`config.mk`:
```
export PLATFORM = sky130hd
export DESIGN_NAME = uic_cfg
export DESIGN_NICKNAME = d
export VERILOG_FILES = /design/src/verilog/uic_pkg.sv /design/src/verilog/uic_flag_bank.sv /design/src/verilog/uic_port_mask.sv /design/src/verilog/uic_cfg.sv
export SDC_FILE = /design/constraint.sdc
export NUM_CORES = 1
export LEC_CHECK = 0
export BUFFER_PORTS_ARGS = -buffer_cell sky130_fd_sc_hd__buf_2
export CORE_MARGIN = 5
export CORE_UTILIZATION = 35
export CTS_CLUSTER_SIZE = 14
export DETAILED_ROUTE_END_ITERATION = 10
export PLACE_DENSITY = 0.52
export SLEW_MARGIN = 20
export SYNTH_ARGS = -nofsm -noshare
export SYNTH_HDL_FRONTEND = slang
export SYNTH_SLANG_ARGS = --single-unit
```
`constraint.sdc`:
```
create_clock -name core_clk -period 2.44 [get_ports core_clk]
set_input_delay 0.244 -clock core_clk [delete_from_list [all_inputs] [get_ports core_clk]]
set_output_delay 0.244 -clock core_clk [all_outputs]
set_load 0.1 [all_outputs]
```
`src/verilog/uic_pkg.sv`:
```
// constants, field layouts and carrier types of the usb interface configuration block
// Overview of operation
// - any write to reset register clears interface state
// - control bit 0 enables token processing
// - control bit 1 enables token checking
// - control bit 2 enables line-state decoder
// - control bit 4 enables interface timing mode
// - control bit 5 enables power signalling mode
// - control bit 6 treats frame start as token
// - control bit 7 enables event acknowledge mode
// - seven-bit address; forward only matching packets
// - function bits 4:2 drive opmode, reset one
// - function bit 1 drives termselect, reset one
// - function bit 0 drives xcvrselect, reset one
// - otg bit 7 selects external vbus indicator
// - otg bit 6 enables external vbus drive
// - otg bit 4 drives vbus charge control
// - otg bit 3 drives vbus discharge control
// - otg bit 2 drives d-minus pull-down
// - otg bit 1 drives d-plus pull-down
// - otg bit 0 enables id pin pull-up
// - bank answers peripheral 1, 32-bit accesses only
package uic_pkg;
    // peripheral number of this register bank
    localparam logic [7:0]  PERIPH_ID      = 8'h01;
    // register offsets
    localparam logic [7:0]  OFS_SOFT_RST   = 8'h00;
    localparam logic [7:0]  OFS_MODE       = 8'h04;
    localparam logic [7:0]  OFS_DEV_ADDR   = 8'h08;
    localparam logic [7:0]  OFS_FUNC       = 8'h0C;
    localparam logic [7:0]  OFS_OTG_CTL    = 8'h10;
    localparam logic [7:0]  OFS_OTG_FLAGS  = 8'h14;
    localparam logic [7:0]  OFS_SERIAL     = 8'h18;
    localparam logic [7:0]  OFS_LINE_FLAGS = 8'h1C;
    localparam logic [7:0]  OFS_HOLD_SEL   = 8'h20;
    localparam logic [7:0]  OFS_PORT_MASK  = 8'h24;
    localparam logic [7:0]  OFS_FRAME_NUM  = 8'h28;
    localparam logic [7:0]  OFS_LAST_PID   = 8'h2C;
    localparam logic [7:0]  OFS_LAST_EP    = 8'h30;
    localparam logic [7:0]  OFS_EP_MARK    = 8'h34;
    localparam logic [7:0]  OFS_OTG_MASK   = 8'h38;
    localparam logic [7:0]  OFS_PWR_SIG    = 8'h3C;
    localparam logic [7:0]  OFS_XCVR_CTL   = 8'h40;
    // writable bit masks of the control registers
    localparam logic [7:0]  MODE_WR_MASK   = 8'hF7;
    localparam logic [7:0]  OTG_WR_MASK    = 8'hDF;
    // values after reset
    localparam logic [7:0]  MODE_RST       = 8'h00;
    localparam logic [6:0]  DEV_ADDR_RST   = 7'h00;
    localparam logic [4:0]  FUNC_RST       = 5'h07;
    localparam logic [7:0]  OTG_RST        = 8'h00;
    localparam logic [3:0]  SERIAL_RST     = 4'h2;
    // field positions
    localparam int          FLAG_TOKEN_BIT = 6;
    localparam int          FLAG_CNT       = 7;

    // request from the processor side
    typedef struct packed {
        logic [7:0]  periph;  // peripheral number
        logic        wr;      // 32-bit write strobe
        logic        rd;      // 32-bit read strobe
        logic [7:0]  addr;    // register offset
        logic [31:0] wdata;   // write data
    } uic_req_t;

    // interface machine mode enables, bit order of the control register without the reserved bit
    typedef struct packed {
        logic event_acknowledge_mode;
        logic frame_start_as_token_mode;
        logic power_signal_mode;
        logic if_timing_mode;
        logic line_decoder_en;
        logic token_checking_mode;
        logic token_processing_mode;
    } uic_mode_t;

    // transceiver selects, same layout as the function control register
    typedef struct packed {
        logic [2:0] opmode;
        logic       termselect;
        logic       xcvrselect;
    } uic_func_t;

    // on-the-go controls, layout of the otg control register without the reserved bit
    typedef struct packed {
        logic external_vbus_indicator_mode;
        logic external_vbus_drive_mode;
        logic chrgvbus;
        logic dischrgvbus;
        logic dmpulldown;
        logic dppulldown;
        logic id_pin_pullup;
    } uic_otg_t;
endpackage : uic_pkg

```
`src/verilog/uic_flag_bank.sv`:
```
// line event flags, each either following its source or held until cleared
`timescale 1ns/1ns
module uic_flag_bank #(
    parameter int N = 7                 // number of flags
) (
    input  wire logic         core_clk, // system clock
    input  wire logic         reset,    // synchronous reset, active high
    input  wire logic         soft_clr, // interface soft reset
    input  wire logic [N-1:0] src,      // flag sources
    input  wire logic [N-1:0] hold_sel, // one holds the flag
    input  wire logic [N-1:0] clr,      // one-cycle clear per flag
    output logic      [N-1:0] flags_ff  // flag values
);
    // elaboration check on the width
    if (N < 1 || N > 32) begin : g_bad_n
        $error("uic_flag_bank: N must be 1 to 32");
    end

    // one process per flag; a source that arrives with the clear wins
    for (genvar i = 0; i < N; i++) begin : g_flag
        always_ff @(posedge core_clk) begin
            if (reset || soft_clr) begin
                flags_ff[i] <= 1'b0;
            end else if (hold_sel[i]) begin
                flags_ff[i] <= src[i] | (flags_ff[i] & ~clr[i]);
            end else begin
                flags_ff[i] <= src[i];
            end
        end
    end
endmodule : uic_flag_bank

```
`src/verilog/uic_port_mask.sv`:
```
// one flag-driven port line: high while any selected flag is high
`timescale 1ns/1ns
module uic_port_mask #(
    parameter int N = 7                   // number of flags
) (
    input  wire logic         core_clk,   // system clock
    input  wire logic         reset,      // synchronous reset, active high
    input  wire logic [N-1:0] flags,      // flag values
    input  wire logic [7:0]   mask,       // flag select for this port
    output logic              port_ff     // registered port level
);
    // the mask byte must cover every flag
    if (N < 1 || N > 8) begin : g_bad_n
        $error("uic_port_mask: N must be 1 to 8");
    end

    // or of the selected flags, registered
    always_ff @(posedge core_clk) begin
        if (reset) begin
            port_ff <= 1'b0;
        end else begin
            port_ff <= |(flags & mask[N-1:0]);
        end
    end
endmodule : uic_port_mask

```
`src/verilog/uic_cfg.sv`:
```
// register bank of the usb interface machine: modes, address filter, transceiver and otg controls
`timescale 1ns/1ns
module uic_cfg #(
    parameter int N_PORTS = 4                        // flag-driven port lines
) (
    input  wire logic             core_clk,          // system clock, 250 MHz
    input  wire logic             reset,             // synchronous reset, active high
    input  wire uic_pkg::uic_req_t req,              // processor-side request
    output logic                  ack_ff,            // access taken, one cycle
    output logic [31:0]           rdata_ff,          // read data, valid with ack_ff
    input  wire logic [6:0]       flag_src,          // line and error events
    input  wire logic             tok_valid,         // decoded token strobe
    input  wire logic [6:0]       tok_addr,          // token device address
    input  wire logic [3:0]       tok_pid,           // token packet id
    input  wire logic [3:0]       tok_ep,            // token endpoint
    input  wire logic [5:0]       otg_flags,         // transceiver otg status
    input  wire logic [2:0]       rx_line,           // serial receive status
    output logic                  tok_fwd_ff,        // token passed the filter, one cycle
    output logic                  ifm_clr_ff,        // interface state clear, one cycle
    output uic_pkg::uic_mode_t    mode_ff,           // mode enables
    output logic [6:0]            dev_addr_ff,       // stored device address
    output uic_pkg::uic_func_t    func_ff,           // transceiver selects
    output uic_pkg::uic_otg_t     otg_ff,            // on-the-go controls
    output logic [3:0]            serial_ctl_ff,     // serial transmit controls
    output logic [N_PORTS-1:0]    port_ff            // flag-driven port lines
);
    // the port mask register holds four bytes
    if (N_PORTS < 1 || N_PORTS > 4) begin : g_bad_ports
        $error("uic_cfg: N_PORTS must be 1 to 4");
    end

    // decoded access
    logic                 hit;            // request aimed at this peripheral
    logic                 wr_hit;         // write to this peripheral
    logic                 rd_hit;         // read from this peripheral
    logic                 soft_clr;       // write to the reset register
    logic [31:0]          nxt_rdata;      // read mux output
    // register storage
    logic [6:0]           hold_sel_ff;    // flag hold select
    logic [31:0]          port_mask_ff;   // port mask bytes
    logic [10:0]          frame_num_ff;   // frame counter
    logic [3:0]           last_pid_ff;    // last packet id
    logic [4:0]           last_ep_ff;     // valid bit and last endpoint
    logic [15:0]          ep_mark_ff;     // endpoint marks
    logic [31:0]          otg_mask_ff;    // otg flag mask
    logic [8:0]           pwr_sig_ff;     // power signalling value
    logic [31:0]          xcvr_ctl_ff;    // transceiver control word
    logic [6:0]           line_flags;     // flag bank output
    logic [6:0]           flag_clr;       // flag clears from software
    logic [6:0]           flag_in;        // flag sources incl. token match
    logic                 tok_match;      // token address equals stored address

    // only full-word accesses to peripheral 1 are taken
    always_comb begin
        hit    = (req.periph == uic_pkg::PERIPH_ID);
        wr_hit = hit && req.wr;
        rd_hit = hit && req.rd && !req.wr;
        soft_clr = wr_hit && (req.addr == uic_pkg::OFS_SOFT_RST);
    end

    // one-cycle acknowledge for every taken access
    always_ff @(posedge core_clk) begin
        if (reset) begin
            ack_ff <= 1'b0;
        end else begin
            ack_ff <= wr_hit || rd_hit;
        end
    end

    // interface clear pulse to the machine; transceiver selects and otg controls stay as they are
    always_ff @(posedge core_clk) begin
        if (reset) begin
            ifm_clr_ff <= 1'b0;
        end else begin
            ifm_clr_ff <= soft_clr;
        end
    end

    // mode enables; cleared with the interface state
    always_ff @(posedge core_clk) begin
        if (reset || soft_clr) begin
            mode_ff <= uic_pkg::uic_mode_t'({uic_pkg::MODE_RST[7:4], uic_pkg::MODE_RST[2:0]});
        end else if (wr_hit && req.addr == uic_pkg::OFS_MODE) begin
            // bit 3 is reserved and dropped
            mode_ff <= uic_pkg::uic_mode_t'({req.wdata[7:4], req.wdata[2:0]});
        end
    end

    // device address used by the packet filter
    always_ff @(posedge core_clk) begin
        if (reset || soft_clr) begin
            dev_addr_ff <= uic_pkg::DEV_ADDR_RST;
        end else if (wr_hit && req.addr == uic_pkg::OFS_DEV_ADDR) begin
            dev_addr_ff <= req.wdata[6:0];
        end
    end

    // token filter: only tokens to the stored address go on
    always_comb begin
        tok_match = tok_valid && (tok_addr == dev_addr_ff);
    end

    // forwarded token strobe
    always_ff @(posedge core_clk) begin
        if (reset || soft_clr) begin
            tok_fwd_ff <= 1'b0;
        end else begin
            tok_fwd_ff <= tok_match;
        end
    end

    // transceiver selects; not touched by the interface clear
    always_ff @(posedge core_clk) begin
        if (reset) begin
            func_ff <= uic_pkg::uic_func_t'(uic_pkg::FUNC_RST);
        end else if (wr_hit && req.addr == uic_pkg::OFS_FUNC) begin
            func_ff <= uic_pkg::uic_func_t'(req.wdata[4:0]);
        end
    end

    // on-the-go controls; not touched by the interface clear
    always_ff @(posedge core_clk) begin
        if (reset) begin
            otg_ff <= uic_pkg::uic_otg_t'({uic_pkg::OTG_RST[7:6], uic_pkg::OTG_RST[4:0]});
        end else if (wr_hit && req.addr == uic_pkg::OFS_OTG_CTL) begin
            // bit 5 is reserved and dropped
            otg_ff <= uic_pkg::uic_otg_t'({req.wdata[7:6], req.wdata[4:0]});
        end
    end

    // serial transmit controls
    always_ff @(posedge core_clk) begin
        if (reset || soft_clr) begin
            serial_ctl_ff <= uic_pkg::SERIAL_RST;
        end else if (wr_hit && req.addr == uic_pkg::OFS_SERIAL) begin
            serial_ctl_ff <= req.wdata[3:0];
        end
    end

    // flag hold select and port masks
    always_ff @(posedge core_clk) begin
        if (reset || soft_clr) begin
            hold_sel_ff  <= 7'h00;
            port_mask_ff <= 32'h0000_0000;
        end else if (wr_hit) begin
            if (req.addr == uic_pkg::OFS_HOLD_SEL) begin
                hold_sel_ff <= req.wdata[6:0];
            end
            if (req.addr == uic_pkg::OFS_PORT_MASK) begin
                port_mask_ff <= req.wdata;
            end
        end
    end

    // frame counter, endpoint marks, otg mask, power signalling, transceiver word
    always_ff @(posedge core_clk) begin
        if (reset || soft_clr) begin
            frame_num_ff <= 11'h000;
            ep_mark_ff   <= 16'h0000;
            otg_mask_ff  <= 32'h0000_0000;
            pwr_sig_ff   <= 9'h000;
            xcvr_ctl_ff  <= 32'h0000_0000;
        end else if (wr_hit) begin
            case (req.addr)
                uic_pkg::OFS_FRAME_NUM: begin
                    frame_num_ff <= req.wdata[10:0];
                end
                uic_pkg::OFS_EP_MARK: begin
                    ep_mark_ff <= req.wdata[15:0];
                end
                uic_pkg::OFS_OTG_MASK: begin
                    otg_mask_ff <= req.wdata;
                end
                uic_pkg::OFS_PWR_SIG: begin
                    pwr_sig_ff <= req.wdata[8:0];
                end
                uic_pkg::OFS_XCVR_CTL: begin
                    xcvr_ctl_ff <= req.wdata;
                end
                default: begin
                    // other offsets are handled elsewhere or ignored
                end
            endcase
        end
    end

    // capture of the last forwarded token's packet id and endpoint
    always_ff @(posedge core_clk) begin
        if (reset || soft_clr) begin
            last_pid_ff <= 4'h0;
            last_ep_ff  <= 5'h00;
        end else if (tok_match) begin
            last_pid_ff <= tok_pid;
            last_ep_ff  <= {1'b1, tok_ep};
        end
    end

    // flag sources and clears: the token flag comes from the filter
    always_comb begin
        flag_in = flag_src;
        flag_in[uic_pkg::FLAG_TOKEN_BIT] = tok_match;
        flag_clr = (wr_hit && req.addr == uic_pkg::OFS_LINE_FLAGS) ? req.wdata[6:0] : 7'h00;
    end

    // line event flags
    uic_flag_bank #(
        .N        (uic_pkg::FLAG_CNT)
    ) u_flags (
        .core_clk (core_clk),
        .reset    (reset),
        .soft_clr (soft_clr),
        .src      (flag_in),
        .hold_sel (hold_sel_ff),
        .clr      (flag_clr),
        .flags_ff (line_flags)
    );

    // one port line per mask byte
    for (genvar p = 0; p < N_PORTS; p++) begin : g_port
        uic_port_mask #(
            .N        (uic_pkg::FLAG_CNT)
        ) u_port (
            .core_clk (core_clk),
            .reset    (reset),
            .flags    (line_flags),
            .mask     (port_mask_ff[8*p +: 8]),
            .port_ff  (port_ff[p])
        );
    end

    // read mux; reserved bits and unmapped offsets read zero
    always_comb begin
        nxt_rdata = 32'h0000_0000;
        case (req.addr)
            uic_pkg::OFS_MODE: begin
                nxt_rdata[7:0] = {mode_ff[6:3], 1'b0, mode_ff[2:0]};
            end
            uic_pkg::OFS_DEV_ADDR: begin
                nxt_rdata[6:0] = dev_addr_ff;
            end
            uic_pkg::OFS_FUNC: begin
                nxt_rdata[4:0] = func_ff;
            end
            uic_pkg::OFS_OTG_CTL: begin
                nxt_rdata[7:0] = {otg_ff[6:5], 1'b0, otg_ff[4:0]};
            end
            uic_pkg::OFS_OTG_FLAGS: begin
                nxt_rdata[5:0] = otg_flags;
            end
            uic_pkg::OFS_SERIAL: begin
                nxt_rdata[6:0] = {rx_line, serial_ctl_ff};
            end
            uic_pkg::OFS_LINE_FLAGS: begin
                nxt_rdata[6:0] = line_flags;
            end
            uic_pkg::OFS_HOLD_SEL: begin
                nxt_rdata[6:0] = hold_sel_ff;
            end
            uic_pkg::OFS_PORT_MASK: begin
                nxt_rdata = port_mask_ff;
            end
            uic_pkg::OFS_FRAME_NUM: begin
                nxt_rdata[10:0] = frame_num_ff;
            end
            uic_pkg::OFS_LAST_PID: begin
                nxt_rdata[3:0] = last_pid_ff;
            end
            uic_pkg::OFS_LAST_EP: begin
                nxt_rdata[4:0] = last_ep_ff;
            end
            uic_pkg::OFS_EP_MARK: begin
                nxt_rdata[15:0] = ep_mark_ff;
            end
            uic_pkg::OFS_OTG_MASK: begin
                nxt_rdata = otg_mask_ff;
            end
            uic_pkg::OFS_PWR_SIG: begin
                nxt_rdata[8:0] = pwr_sig_ff;
            end
            uic_pkg::OFS_XCVR_CTL: begin
                nxt_rdata = xcvr_ctl_ff;
            end
            default: begin
                // reset register is write-only; unmapped reads give zero
                nxt_rdata = 32'h0000_0000;
            end
        endcase
    end

    // registered read data, zero outside a read answer
    always_ff @(posedge core_clk) begin
        if (reset) begin
            rdata_ff <= 32'h0000_0000;
        end else begin
            rdata_ff <= rd_hit ? nxt_rdata : 32'h0000_0000;
        end
    end
endmodule : uic_cfg

```
# Yosys cells after proc, flatten, opt, wreduce, memory -nomap -nowiden
# Cells that the tools add are included.
[totals]
rom_bits = 0
mem_count = 0
ff_bits = 224
in_bits = 84
word_cells = 131
latchBits = 0
output_inout_bits = 69
mem_bits_rw = 0
[classes]
muxes = 17
div = 0
n_reduce_logical = 27
n_eq_ne = 18
order_cmp = 0
shifts = 0
n_addsub = 0
n_mul = 0
n_bitwise = 26
[op_table]
columns = ["operator", "count"]
rows = [
  ["8-bit by 6-bit equality test with 1-bit output (second input constant)", 8],
  ["4-bit one-hot mux with 16 select lines", 1],
  ["16-bit one-hot mux with 3 select lines", 1],
  ["8-bit by 5-bit equality test with 1-bit output (second input constant)", 4],
  ["7-bit bitwise AND", 4],
  ["7-bit OR reduction", 4],
  ["1-bit one-hot mux with 12 select lines", 2],
  ["5-bit one-hot mux with 4 select lines", 1],
  ["8-bit by 4-bit equality test with 1-bit output (second input constant)", 2],
  ["1-bit one-hot mux with 15 select lines", 1],
  ["2-bit AND reduction", 7],
  ["1-bit logical AND", 11],
  ["2-bit one-hot mux with 5 select lines", 1],
  ["8-bit by 1-bit equality test with 1-bit output (second input constant)", 1],
  ["8-bit by 3-bit equality test with 1-bit output (second input constant)", 1],
  ["8-bit by 7-bit equality test with 1-bit output (second input constant)", 1],
  ["8-bit zero test", 1],
  ["1-bit NOT", 8],
  ["1-bit one-hot mux with 8 select lines", 1],
  ["1-bit bitwise AND", 7],
  ["7-bit equality test", 1],
  ["1-bit two-way mux", 7],
  ["7-bit two-way mux", 1],
  ["1-bit bitwise OR", 7],
  ["4 further kinds", 5],
]

# Logic depth before layout (Yosys ltp)
[logic_depth]
depth_word = 8
mapped_depth = 9

# Cells and area by module
# From an unflattened synthesis, not the netlist that was laid out.
[unflattened]
hier_cells = 1097
area_unflattened_um2 = 9541.7
[by_module_without_submodules]
columns = ["mod", "area_per_inst_um2", "seq_area_each_um2", "n_inst", "cells_per_inst"]
rows = [
  ["uic_cfg", 9071.2, 4264.1, 1, 1055],
  ["uic_flag_bank", 265.3, 140.1, 1, 22],
  ["uic_port_mask", 51.3, 20.0, 4, 5],
]

# Least setup slack after synthesis
# OpenSTA, ideal clock, no wires.
[synth_timing]
path_kind = "reg2reg"
from = "register dev_addr_ff[0]"
to = "register last_ep_ff[0]"
slack_ns = 0.143
arrival_ns = 2.180
path_stages_with_launch = 6
required_ns = 2.323
n_path_buf = 0
setup_ns = 0.117
path_cell_list = "dfxtp_1 > xnor2_1 > nand4_1 > nor2_1 > mux2i_1 > nor2_1"
[synth_via]
elab_chain_cells = 2
[synth_lines]
columns = ["element", "line_no", "source"]
rows = [
  ["start: declaration", "uic_cfg.sv:21", "output logic [6:0] dev_addr_ff,"],
  ["start signal: assignment", "uic_cfg.sv:92", "dev_addr_ff <= uic_pkg::DEV_ADDR_RST;"],
  ["start signal: assignment", "uic_cfg.sv:94", "dev_addr_ff <= req.wdata[6:0];"],
  ["7-bit equality test", "uic_cfg.sv:100", "tok_match = tok_valid && (tok_addr == dev_addr_ff);"],
  ["1-bit logical AND", "uic_cfg.sv:100", ""],
  ["end signal: assignment", "uic_cfg.sv:194", "last_ep_ff <= {1'b1, tok_ep};"],
  ["end: declaration", "uic_cfg.sv:43", "logic [4:0] last_ep_ff;"],
]
# Every way passes these cells.
# A chain may end at the register's enable or synchronous reset.

# Final worst setup path
[layout_timing]
from = "input req[37] (netlist name)"
to = "register ep_mark_ff[10]"
[layout_via]
elab_chain_cells = 3
[layout_lines]
columns = ["element", "line_no", "source"]
rows = [
  ["start: declaration", "uic_cfg.sv:8", "input wire uic_pkg::uic_req_t req,"],
  ["8-bit zero test", "uic_cfg.sv:58", "soft_clr = wr_hit && (req.addr == uic_pkg::OFS_SOFT_RST);"],
  ["1-bit logical AND", "uic_cfg.sv:58", ""],
  ["1-bit logical OR", "uic_cfg.sv:157", "if (reset || soft_clr) begin"],
  ["end signal: assignment", "uic_cfg.sv:169", "ep_mark_ff <= req.wdata[15:0];"],
  ["end: declaration", "uic_cfg.sv:44", "logic [15:0] ep_mark_ff;"],
]
# Parallel ways exist; a longest one is shown, timed or not.

==> run summary <==
DR WL/cell: 21.2 µm
RSZ-0062 raised after global routing: no
Final #Nets: 1439
Synthesized area: 9420 µm²
Number of synthesized register bits: 224
GRT Util Overall: 23.1%
Most Crowded Layer GR: met2
Max Cap Viol: 0
Routability Congestion: 0.994
CTS clk-pin slew, worst paths: 0.06 ns
Syn nets: 1242
Worst skew pair latency: 0.54 ns
Critical path capture point type: flip-flop
IO Count: 153
Worst-case clock buffer depth: 3
# port buffers: 151
Final hold violation count: 0
Iter 0 DRT Violations: 1141
Number of global-route vias before repair: 8863
Clk sinks: 224
Post-route minimum period: 1.77 ns
Mapped Cells: 1158
Global routing met2 resource utilization: 37.7%
Crit-path cells: buf_2 -> and2_1 -> nand2_1 -> or3_1 -> nand2_1 -> a21oi_1
Worst Max-Slew Pin Slew: 0.832 ns
Die width: 174 µm
Max IR drop VDD: 0.000490 V
Drt first pass iters: 6
DPL Wire Length: 24600 µm
Initial Util: 35.3%
Rel. slew slack: 44.6%
Nature of the critical path startpoint: primary input
Post-Route WL: 36400 µm
Most frequent cells in the layout: 335 x nand2_1, 224 x dfxtp_1, 184 x a21oi_1
Crit path buffers/inverters: 1
Synth async-reset ratio: 0%
Final worst path period share: 72.5%
Number of flops mapped to enable cells by yosys: 0
Avg Cell Area, Syn: 8.14 µm²
Post-CTS Setup Bufs: 0
GR Util met3: 3.87%
CTS root buffer: clkbuf_16
Status: completed
CP Class: in2reg
Vias: 9244
Most common cell after layout, fill and taps aside: nand2_1
GRT met1 Usage: 32.1%
Cell Rows: 60
Count of pins over their slew limit: 0
Share of cells above drive strength 1: 21.1%
Drc violations: 0
CP peak stage delay: 0.83 ns
Top cell by count, worst path: nand2_1
Netlist cell types: 51
Worst hold path class: in2reg
Arrival time at the worst endpoint: 2.18 ns
Clock skew: 0.0109 ns
Via density: 5.39
Routed Antenna Nets: 0
Sequential area share after synthesis: 47.6%
Yosys warning total: 0
H-Tree Depth: 1
Top cell family by delay on the critical path: simple AND/OR/NAND/NOR gates
Initial antenna violation count: 1
Power per cell area: 666 nW/µm²
Endpoints failing setup: 0
Slowest CP cell: or3_1
Worst EP required: 2.86 ns
Static Leakage: 0.00428 µW
Pin count of the biggest net entering global routing: 40
CTS Buf Count: 26
Achievable Freq: 566 MHz
First-pass GRT wire length: 55100 µm
Die area: 30300 µm²
Area grow syn2layout: 28.1%
Grt total ovfl: 0
Power, Total: 8030 µW
CTS tree: done
Top_reg_cell synth: dfxtp_1
Fin Setup TNS: 0 ns
Die Ht: 174 µm
Core area: 26700 µm²
Worst-path maximum fanout: 16
[tightest hold or removal path, stage by stage]
cell	delay [ns]
buf_2	0.08
xnor2_1	0.05
nand4_1	0.08
nor3_1	0.06
[stage by stage]
| stage | cell area, µm² | std cells | hold slack [ns] | worst slack, ns | util (%) |
|---|---|---|---|---|---|
| 4_1_cts | 12100 | 1714 | 0.0232 | 0.680 | 45.1 |
| 3_5_place_dp | 10800 | 1628 | 0.440 | 0.160 | 40.5 |
| 3_3_place_gp | 10800 | 1628 | 0.435 | 0.189 | 40.5 |
| 6_report | 12100 | 1715 | 0.0341 | 0.672 | 45.1 |
| 2_1_floorplan | 9420 | 1158 | 0.362 | 0.143 | - |
| 5_1_grt | 12100 | 1715 | 0.0627 | 0.561 | 45.1 |
[where the power goes]
| part | internal, µW | switching (µW) | total, µW |
|---|---|---|---|
| combinational | 186 | 282 | 468 |
| sequential | 3660 | 17.2 | 3680 |
| clock | 2330 | 1560 | 3880 |
[cells in the mapped netlist (2+ instances only)]
| library cell | n | area, µm² |
|---|---|---|
| a22o_1 | 11 | 96.3 |
| o21ai_0 | 42 | 210 |
| mux2_2 | 7 | 78.8 |
| a32oi_1 | 4 | 35.0 |
| nor3_2 | 4 | 40.0 |
| a31oi_1 | 10 | 62.6 |
| a222oi_1 | 26 | 260 |
| nor4b_1 | 3 | 26.3 |
| mux2i_1 | 23 | 230 |
| nand2b_1 | 3 | 18.8 |
| or3_1 | 3 | 18.8 |
| nand2_1 | 335 | 1260 |
| o22ai_1 | 3 | 18.8 |
| nor3_1 | 7 | 35.0 |
| nor4_4 | 2 | 42.5 |
| nor2_1 | 61 | 229 |
| a21oi_1 | 184 | 921 |
| and2_1 | 3 | 18.8 |
| buf_2 | 28 | 140 |
| o31ai_1 | 2 | 15.0 |
| or2_1 | 2 | 12.5 |
| nor2b_1 | 10 | 62.6 |
| nand3_1 | 14 | 70.1 |
| nand4_1 | 9 | 56.3 |
| o21a_1 | 7 | 52.6 |
| nor4_1 | 2 | 12.5 |
| mux4_2 | 3 | 67.6 |
| xnor2_1 | 8 | 70.1 |
| o2bb2ai_1 | 3 | 26.3 |
| clkbuf_1 | 42 | 158 |
| a22oi_1 | 29 | 218 |
| a211o_1 | 3 | 26.3 |
| o32ai_1 | 2 | 17.5 |
| dfxtp_1 | 224 | 4480 |
| buf_1 | 2 | 7.51 |
| buf_4 | 21 | 158 |
| nor4b_4 | 2 | 47.6 |
[flip-flops by register name, summed over array words and instances, names as in the netlist, 4 cells and up]
signal / flops
otg_mask_ff: 32
port_mask_ff: 32
xcvr_ctl_ff: 32
ep_mark_ff: 16
g_port.u_port.port_ff: 4
dev_addr_ff: 7
otg_ff: 7
u_flags.flags_ff: 7
func_ff: 5
rdata_ff: 32
hold_sel_ff: 7
serial_ctl_ff: 4
pwr_sig_ff: 9
frame_num_ff: 11
last_ep_ff: 5
last_pid_ff: 4
mode_ff: 7
[worst paths after layout]
kind                                                     start                          end  slack, ns  cells after the start
worst min register to register     ep_mark_ff[11]$_SDFFE_PP0P_  ep_mark_ff[11]$_SDFFE_PP0P_       0.45                      2
worst max-delay path                                   req[37]  ep_mark_ff[10]$_SDFFE_PP0P_       0.67                      6
worst min-delay path                               tok_addr[1]        tok_fwd_ff$_SDFF_PP0_       0.03                      4
worst max register to register  u_flags.flags_ff[3]$_SDFF_PP0_       rdata_ff[3]$_SDFF_PP0_       0.75                      5
[routing by layer]
layer	share of wire [%]	wire length, µm
met3	7.4	2690
met1	44	16000
met4	2.3	826
met2	46	16900
met5	0	0
[area by class of cell]
type | count | area (µm²)
fillers | 2690 | 14700
multi-input cells | 840 | 4500
flip-flops and latches | 224 | 4480
repair buffers | 262 | 1800
clock buffers | 39 | 791
well taps | 341 | 427
clock inverters | 7 | 60.1
inverters | 1 | 3.75
diodes | 1 | 2.50
[cells by family after synthesis]
kind of cell / share of synthesized area, %
compound gates: 21.2
xor+xnor: 0.744
buf+inv: 4.95
flops: 47.6
mux: 4.00
simple gates: 21.5
[timing repair]
action	4_1_cts	5_1_grt
hold buffers	40	0
hold endpoints to repair	94	0
gates resized for setup	0	0
(Power assumes the default switching activity.)
